**config.mk**
```make
export PLATFORM = sky130hd
export DESIGN_NAME = fgar_top
export DESIGN_NICKNAME = d
export VERILOG_FILES = /design/src/rtl/fgar_pkg.sv /design/src/rtl/fgar_top.sv
export SDC_FILE = /design/constraint.sdc
export NUM_CORES = 1
export LEC_CHECK = 0
export BUFFER_PORTS_ARGS = -buffer_cell sky130_fd_sc_hd__buf_2
export CAP_MARGIN = 25
export CORE_MARGIN = 4
export CORE_UTILIZATION = 35
export DETAILED_ROUTE_END_ITERATION = 16
export HOLD_SLACK_MARGIN = 0.03
export PLACE_DENSITY_LB_ADDON = 0.08
export SKIP_CTS_REPAIR_TIMING = 1
export SLEW_MARGIN = 10
export SYNTH_ARGS = -nofsm -noshare
export SYNTH_HDL_FRONTEND = slang
export SYNTH_SLANG_ARGS = --single-unit
```
**constraint.sdc**
```tcl
create_clock -name i_mclk -period 2.3 [get_ports i_mclk]
set_clock_uncertainty 0.05 [all_clocks]
set_input_delay 0.46 -clock i_mclk [delete_from_list [all_inputs] [get_ports i_mclk]]
set_output_delay 0.46 -clock i_mclk [all_outputs]
set_load 0.05 [all_outputs]
```
**src/rtl/fgar_pkg.sv**
```systemverilog
// Constants for the fast address-gate and alternate CPU reset block.
// Assumes a single 40 MHz system clock.
package fgar_pkg;
   // ----------------------------------------
   // Clock and timing
   // ----------------------------------------
   localparam int CLK_MHZ = 40;
   localparam int CLK_KHZ = 40000;
   localparam int PERIOD_NS = 25;
   localparam int DELAY_US = 14;
   localparam int PULSE_US = 6;
   // Least times round up
   localparam int DELAY_CYC = DELAY_US * CLK_MHZ;
   localparam int PULSE_CYC = PULSE_US * CLK_MHZ;
   localparam int KBC_RST_PERIODS = 24;
   localparam int KBC_RST_REF_MHZ = 16;
   // 24 periods of 16 MHz = 1500 ns, rounded up to whole clock cycles
   localparam int KBC_RST_NS = (KBC_RST_PERIODS * 1000) / KBC_RST_REF_MHZ;
   localparam int KBC_RST_CYC = (KBC_RST_NS + PERIOD_NS - 1) / PERIOD_NS;
   localparam int REF_KHZ = 14318;
   localparam int KBC_KHZ = 12000;
   localparam int CNT_W = 10;
   // ----------------------------------------
   // Register map
   // ----------------------------------------
   localparam logic [7:0] ADDR_FAST_PORT = 8'h92;
   localparam logic [7:0] ADDR_GATE_CFG = 8'hF0;
   localparam logic [7:0] FAST_PORT_RESET = 8'h24;
   localparam logic [7:0] FAST_PORT_FIXED = 8'h24;
   localparam logic [7:0] GATE_CFG_RESET = 8'h00;
   localparam int BIT_RST = 0;
   localparam int BIT_GATE = 1;
   localparam int BIT_EN = 2;
endpackage : fgar_pkg

```
**src/rtl/fgar_top.sv**
```systemverilog
// Fast address-gate and alternate CPU reset logic beside the keyboard controller.
// Assumes a 40 MHz clock, a synchronous host register port and synchronous
// keyboard-controller signals; the 14.318 MHz reference is a sampled input.
`timescale 1ns/1ps

// Summary of operation
// - Derive 12 MHz controller enable from 14.318 MHz
// - Controller reset held at least 24 16MHz periods
// - Host bus reset pin is sole reset
// - Gate/reset from controller or fast port
// - Fast port accessed only when enable bit set
// - Reserved bits read fixed 00100100 pattern
// - Address gate follows written bit 1
// - Bit 0 set: wait 14us, pulse 6us low
// - No new pulse until bit 0 cleared
// - Reset clears bit 0, reset output high
// - Combined reset ANDs both (fast reset only while port enabled), programmable polarity
// - Address mask is OR of gates
// - Address gate low after reset
// - Controller port bit drives software gate
module fgar_top #(
   parameter int DELAY_CYC = fgar_pkg::DELAY_CYC,
   parameter int PULSE_CYC = fgar_pkg::PULSE_CYC
) (
   input wire logic i_mclk,
   input wire logic i_rst_n,
   input wire logic i_ref_clk,
   input wire logic [7:0] i_addr,
   input wire logic [7:0] i_wdata,
   input wire logic i_wr,
   input wire logic i_rd,
   output logic [7:0] o_rdata,
   input wire logic i_kbc_gate_port_bit,
   input wire logic i_kbc_cpu_reset_n,
   input wire logic i_reset_polarity,
   output logic o_kbc_clk_en,
   output logic o_kbc_reset_n,
   output logic o_fast_address_gate,
   output logic o_fast_cpu_reset_n,
   output logic o_cpu_address_mask_n,
   output logic o_combined_cpu_reset,
   output logic o_kbd_clock_line,
   output logic o_kbd_data_line,
   output logic o_mouse_clock_line,
   output logic o_mouse_data_line,
   output logic [7:0] o_host_status
);

   // ----------------------------------------
   // Types and state
   // ----------------------------------------
   typedef enum logic [1:0] {FGAR_IDLE, FGAR_WAIT, FGAR_PULSE, FGAR_DONE} fgar_state_t;

   fgar_state_t state;
   logic [7:0] gate_cfg;
   logic fast_gate;
   logic fast_rst_bit;
   logic [fgar_pkg::CNT_W-1:0] cnt;
   logic ref_d;
   logic [15:0] acc;
   logic [5:0] kbc_rst_cnt;
   logic port_en;
   logic port_hit;

   assign port_en = gate_cfg[fgar_pkg::BIT_EN];
   assign port_hit = port_en && (i_addr == fgar_pkg::ADDR_FAST_PORT);

   // ----------------------------------------
   // Register port
   // ----------------------------------------
   // Configuration register holds the fast port enable
   always_ff @(posedge i_mclk) begin
      if (!i_rst_n) begin
         gate_cfg <= fgar_pkg::GATE_CFG_RESET;
      end else if (i_wr && i_addr == fgar_pkg::ADDR_GATE_CFG) begin
         gate_cfg <= i_wdata;
      end
   end

   always_ff @(posedge i_mclk) begin
      if (!i_rst_n) begin
         fast_gate <= 1'b0;
         fast_rst_bit <= 1'b0;
      end else if (i_wr && port_hit) begin
         fast_gate <= i_wdata[fgar_pkg::BIT_GATE];
         fast_rst_bit <= i_wdata[fgar_pkg::BIT_RST];
      end
   end

   // Unmapped or disabled reads return zero
   always_ff @(posedge i_mclk) begin
      if (!i_rst_n) begin
         o_rdata <= 8'h00;
      end else if (i_rd && port_hit) begin
         o_rdata <= fgar_pkg::FAST_PORT_FIXED | {6'h00, fast_gate, fast_rst_bit};
      end else if (i_rd && i_addr == fgar_pkg::ADDR_GATE_CFG) begin
         o_rdata <= gate_cfg;
      end else begin
         o_rdata <= 8'h00;
      end
   end

   // ----------------------------------------
   // Alternate reset sequencer
   // ----------------------------------------
   // Rising write of bit 0 arms; DONE blocks a repeat until bit 0 is cleared
   always_ff @(posedge i_mclk) begin
      if (!i_rst_n) begin
         state <= FGAR_IDLE;
         cnt <= '0;
      end else begin
         unique case (state)
            FGAR_IDLE: begin
               if (fast_rst_bit) begin
                  state <= FGAR_WAIT;
                  cnt <= '0;
               end
            end
            FGAR_WAIT: begin
               if (cnt == fgar_pkg::CNT_W'(DELAY_CYC - 1)) begin
                  state <= FGAR_PULSE;
                  cnt <= '0;
               end else begin
                  cnt <= cnt + 1'b1;
               end
            end
            FGAR_PULSE: begin
               if (cnt == fgar_pkg::CNT_W'(PULSE_CYC - 1)) begin
                  state <= FGAR_DONE;
               end else begin
                  cnt <= cnt + 1'b1;
               end
            end
            FGAR_DONE: begin
               if (!fast_rst_bit) begin
                  state <= FGAR_IDLE;
               end
            end
         endcase
      end
   end

   always_ff @(posedge i_mclk) begin
      if (!i_rst_n) begin
         o_fast_cpu_reset_n <= 1'b1;
      end else begin
         o_fast_cpu_reset_n <= !(state == FGAR_WAIT && cnt == fgar_pkg::CNT_W'(DELAY_CYC - 1))
            && !(state == FGAR_PULSE && cnt != fgar_pkg::CNT_W'(PULSE_CYC - 1));
      end
   end

   // ----------------------------------------
   // Address mask and combined reset
   // ----------------------------------------
   always_ff @(posedge i_mclk) begin
      if (!i_rst_n) begin
         o_fast_address_gate <= 1'b0;
         o_cpu_address_mask_n <= 1'b0;
         o_combined_cpu_reset <= 1'b0;
      end else begin
         o_fast_address_gate <= fast_gate;
         // Controller port bit is the software gate source
         o_cpu_address_mask_n <= i_kbc_gate_port_bit | fast_gate;
         // Fast reset only joins in while the port is enabled
         o_combined_cpu_reset <= i_reset_polarity ^
            (i_kbc_cpu_reset_n & (o_fast_cpu_reset_n | !port_en));
      end
   end

   // ----------------------------------------
   // Controller clock enable and reset stretch
   // ----------------------------------------
   // Fractional divider: one enable per reference edge scaled 12000/14318
   always_ff @(posedge i_mclk) begin
      if (!i_rst_n) begin
         ref_d <= 1'b0;
         acc <= '0;
         o_kbc_clk_en <= 1'b0;
      end else begin
         ref_d <= i_ref_clk;
         o_kbc_clk_en <= 1'b0;
         if (i_ref_clk && !ref_d) begin
            if (acc + 16'(fgar_pkg::KBC_KHZ) >= 16'(fgar_pkg::REF_KHZ)) begin
               acc <= acc + 16'(fgar_pkg::KBC_KHZ) - 16'(fgar_pkg::REF_KHZ);
               o_kbc_clk_en <= 1'b1;
            end else begin
               acc <= acc + 16'(fgar_pkg::KBC_KHZ);
            end
         end
      end
   end

   // Reset to the controller stays low a minimum span after release
   always_ff @(posedge i_mclk) begin
      if (!i_rst_n) begin
         kbc_rst_cnt <= '0;
         o_kbc_reset_n <= 1'b0;
      end else if (kbc_rst_cnt != 6'(fgar_pkg::KBC_RST_CYC)) begin
         kbc_rst_cnt <= kbc_rst_cnt + 1'b1;
         o_kbc_reset_n <= 1'b0;
      end else begin
         o_kbc_reset_n <= 1'b1;
      end
   end

   // Port lines are low under reset and driven high afterwards; host status stays zero
   always_ff @(posedge i_mclk) begin
      if (!i_rst_n) begin
         o_kbd_clock_line <= 1'b0;
         o_kbd_data_line <= 1'b0;
         o_mouse_clock_line <= 1'b0;
         o_mouse_data_line <= 1'b0;
         o_host_status <= 8'h00;
      end else begin
         o_kbd_clock_line <= 1'b1;
         o_kbd_data_line <= 1'b1;
         o_mouse_clock_line <= 1'b1;
         o_mouse_data_line <= 1'b1;
         o_host_status <= 8'h00;
      end
   end

   // ----------------------------------------
   // Assertion helpers
   // ----------------------------------------
   // Run lengths of the wait and of the low pulse, so the delay and pulse-length checks
   // follow the parameters rather than a fixed repetition count
   logic [fgar_pkg::CNT_W-1:0] wait_run;
   logic [fgar_pkg::CNT_W-1:0] low_run;

   always_ff @(posedge i_mclk) begin
      if (!i_rst_n) begin
         wait_run <= '0;
      end else if (state == FGAR_IDLE) begin
         wait_run <= '0;
      end else if (state == FGAR_WAIT) begin
         wait_run <= wait_run + 1'b1;
      end
   end

   always_ff @(posedge i_mclk) begin
      if (!i_rst_n) begin
         low_run <= '0;
      end else if (!o_fast_cpu_reset_n) begin
         low_run <= low_run + 1'b1;
      end else begin
         low_run <= '0;
      end
   end
endmodule : fgar_top

```
==> out/qor.txt <==
signal arrival time at the worst endpoint: 2490 ps
total via count in the routed design: 2835
Most used DFF post-synth: sky130_fd_sc_hd__dfxtp_1
max_cap viols: 0
later-pin clock latency in the skew report: 340 ps
wire length per cell: 13.5 microns
starting density of the core: 36.0%
minimum clock period: 2280 ps
number of distinct library cell variants in the gate-level netlist after synthesis: 61
Ys Warns: 0
number of global-route vias before repair: 2600
clock tree sinks: 59
Crit path largest cell delay: 520 ps
half-perimeter wire length of the detailed placement result: 5500 microns
wire length reported by the detailed router: 7650 microns
result of the run: finished, final reports clean
pins over their slew limit: 0
Avg Synthesized Cell Area: 8.47 sq um
post-synthesis instance total: 371
#FFs+latches synth: 59
leakage power figure: 0.00183 uW
highest-utilization routing layer at the global route stage: met2
clock root buffer: sky130_fd_sc_hd__clkbuf_8
transition time at the pin with the least slew margin: 567 ps
power density over the cells: 1100 nW/um^2
area of the core: 8720 sq um
M1 GR Usage: 19.2%
netlist area before placement: 3140 sq um
largest net degree at the start of global routing: 28
Finish-stage setup viols: 0
vias per cell: 4.99
cell breakdown of the critical path: inv_4 > ha_4 > or4_4 > o31a_4 > o21ai_4 > a21oi_4 > a311oi_2 > mux2i_1
Crit-path slowest cell: sky130_fd_sc_hd__or4_4
leading cell type in the layout, fill and taps excluded: sky130_fd_sc_hd__dfxtp_1
initial antenna violation count: 0
final hold violations: 0
Area growth syn-to-layout: 31.7%
I/O Buffers: 41
critical path class: reg -> reg
maximum net fanout on the critical path: 8
met2 Usage GRT: 23.0%
count of flip-flops with a built-in enable after synthesis: 0
worst hold slack across all endpoints: 274 ps
required time of the critical path: 2520 ps
number of DRC violations after detailed routing: 0
CP Capture Type: register
total overflow reported by the global router: 0
sum of buffers and inverters on the critical path: 1
global-route wire length before repair: 12200 microns
number of buffers created by CTS: 9
Seq/Total Area, Yosys: 37.6%
chip width: 103 microns
relative slew slack: 61.9%
Core Rows: 34
First DRT Iteration DRCs: 72
number of search-and-repair iterations in the first detailed-routing pass: 4
maximum clock insertion buffer count: 2
Peak Freq: 439 MHz
share of post-route cells with drive strength above 1: 30.9%
Worst path top cell family by delay: compound AO/OA/AOI/OAI gates
area enclosed by the die boundary: 10600 sq um
Max rail drop VDD: 0.377 mV
Async SR Flop Fraction: 0%
crit share post-route: 98.9%
global placement routability congestion: 0.850
global routing usage summed across all routing layers: 14.6%
count of antenna diodes in the layout: 0
die outline height: 103 microns
startpoint kind of the worst setup timing path: register
H-tree lvl count: 3
GR Util met3: 3.72%
number of nets with antenna violations after routing: 0
final net count: 488
TritonCTS clock tree: yes
post-route setup TNS: 0 ps
clock slew seen by the registers of the worst setup and hold paths: 80 ps
commonest non-fill, non-tap cells in the layout: 57 x sky130_fd_sc_hd__dfxtp_1, 49 x sky130_fd_sc_hd__buf_4, 47 x sky130_fd_sc_hd__nor2_1
IO Count: 50
worst min path class: in -> reg
setup repair after global routing missed its margin: true
report_power, final:
group	total, uW	switching [uW]	internal [uW]	leakage, uW
combinational	2280	1160	1110	0.00124
sequential	1200	74.9	1120	0.000481
clock	1090	449	639	0.000108
through the flow:
| step | total power (uW) | cells | utilization [%] | setup slack [ps] | area, sq um |
|---|---|---|---|---|---|
| after CTS | 4210 | 558 | 45.4 | -60.7 | 3960 |
| after floorplan | 2490 | 378 | - | 8.31 | 3210 |
| after global placement | 3090 | 542 | 42.8 | -15.1 | 3730 |
| final | 4560 | 568 | 47.4 | 24.4 | 4140 |
| after global routing | 4850 | 568 | 47.4 | -49.9 | 4140 |
| after detailed placement | 3090 | 542 | 42.8 | -44.3 | 3730 |
layout make-up:
type / count / area [sq um]
Multi-Input combinational cell: 282 / 1910
Fill cell: 868 / 4580
Inverter: 9 / 36.3
Clock buffer: 10 / 138
Tap cell: 108 / 135
Timing Repair Buffer: 94 / 644
Sequential cell: 59 / 1190
Clock inverter: 6 / 88.8
cell usage after synthesis, types with 2 or more instances:
| cell | instances | share of area (%) |
|---|---|---|
| sky130_fd_sc_hd__nor2b_1 | 2 | 0.40 |
| sky130_fd_sc_hd__or4_1 | 3 | 0.72 |
| sky130_fd_sc_hd__nand2b_1 | 10 | 2.0 |
| sky130_fd_sc_hd__a21o_1 | 3 | 0.72 |
| sky130_fd_sc_hd__and3b_1 | 2 | 0.56 |
| sky130_fd_sc_hd__xnor2_1 | 9 | 2.5 |
| sky130_fd_sc_hd__mux2i_1 | 20 | 6.4 |
| sky130_fd_sc_hd__nor2_1 | 47 | 5.6 |
| sky130_fd_sc_hd__nand2_1 | 34 | 4.1 |
| sky130_fd_sc_hd__o31ai_1 | 2 | 0.48 |
| sky130_fd_sc_hd__a31oi_1 | 6 | 1.2 |
| sky130_fd_sc_hd__a21oi_1 | 16 | 2.5 |
| sky130_fd_sc_hd__or3_1 | 3 | 0.60 |
| sky130_fd_sc_hd__nand4_1 | 3 | 0.60 |
| sky130_fd_sc_hd__inv_1 | 9 | 1.1 |
| sky130_fd_sc_hd__clkbuf_1 | 10 | 1.2 |
| sky130_fd_sc_hd__and2_1 | 8 | 1.6 |
| sky130_fd_sc_hd__o21ai_0 | 19 | 3.0 |
| sky130_fd_sc_hd__ha_1 | 9 | 3.6 |
| sky130_fd_sc_hd__buf_1 | 2 | 0.24 |
| sky130_fd_sc_hd__nor4_1 | 5 | 1.0 |
| sky130_fd_sc_hd__buf_4 | 12 | 2.9 |
| sky130_fd_sc_hd__dfxtp_1 | 59 | 38 |
| sky130_fd_sc_hd__nand3_1 | 15 | 2.4 |
| sky130_fd_sc_hd__a22o_1 | 2 | 0.56 |
| sky130_fd_sc_hd__xor2_1 | 9 | 2.5 |
| sky130_fd_sc_hd__nor2_2 | 2 | 0.40 |
| sky130_fd_sc_hd__and3_1 | 2 | 0.40 |
| sky130_fd_sc_hd__nor3_1 | 14 | 2.2 |
| sky130_fd_sc_hd__buf_6 | 2 | 0.72 |
| sky130_fd_sc_hd__buf_2 | 2 | 0.32 |
flip-flops by register name, indices dropped and copies added, names as in the netlist, 2 cells and up:
register     flops
acc             15
cnt             10
gate_cfg         8
kbc_rst_cnt      6
o_rdata          8
state            2
final timing paths:
| check | depth (start not counted) | slack [ps] | from | to |
|---|---|---|---|---|
| hold reg to reg | 1 | 400 | gate_cfg[3]$_SDFFE_PN0P_ | o_rdata[3]$_SDFF_PP0_ |
| setup / recovery | 8 | 20 | acc[5]$_SDFFE_PN0P_ | acc[4]$_SDFFE_PN0P_ |
| hold / removal | 3 | 270 | i_kbc_gate_port_bit | o_cpu_address_mask_n$_SDFF_PN0_ |
| setup reg to reg | 8 | 20 | acc[5]$_SDFFE_PN0P_ | acc[4]$_SDFFE_PN0P_ |
metal layers:
metal  wire length, microns  up-vias
met5                      0        -
met4                    155        0
met3                    285       19
met2                   3660       42
met1                   3550     1327
li1                       -     1447
worst reg2reg max path, delay by kind of cell (launching register included):
kind | cells | cell delay, ps
AOI/OAI and AO/OA | 4 | 740
and+or+nand+nor | 1 | 520
DFF | 1 | 380
adders and majority gates | 1 | 240
muxes | 1 | 240
buffers and inverters | 1 | 40
cell families after synthesis:
kind of cell / Yosys count / share of synthesized area, %
and+or+nand+nor: 157 / 24.9
muxes: 21 / 6.73
buffers and inverters: 37 / 6.41
adders and majority gates: 9 / 3.58
xor gates and xnor gates: 18 / 5.02
DFF: 59 / 37.6
other: 1 / 0.119
AOI/OAI and AO/OA: 69 / 15.6
No activity file was read; power rests on OpenSTA's default activity.
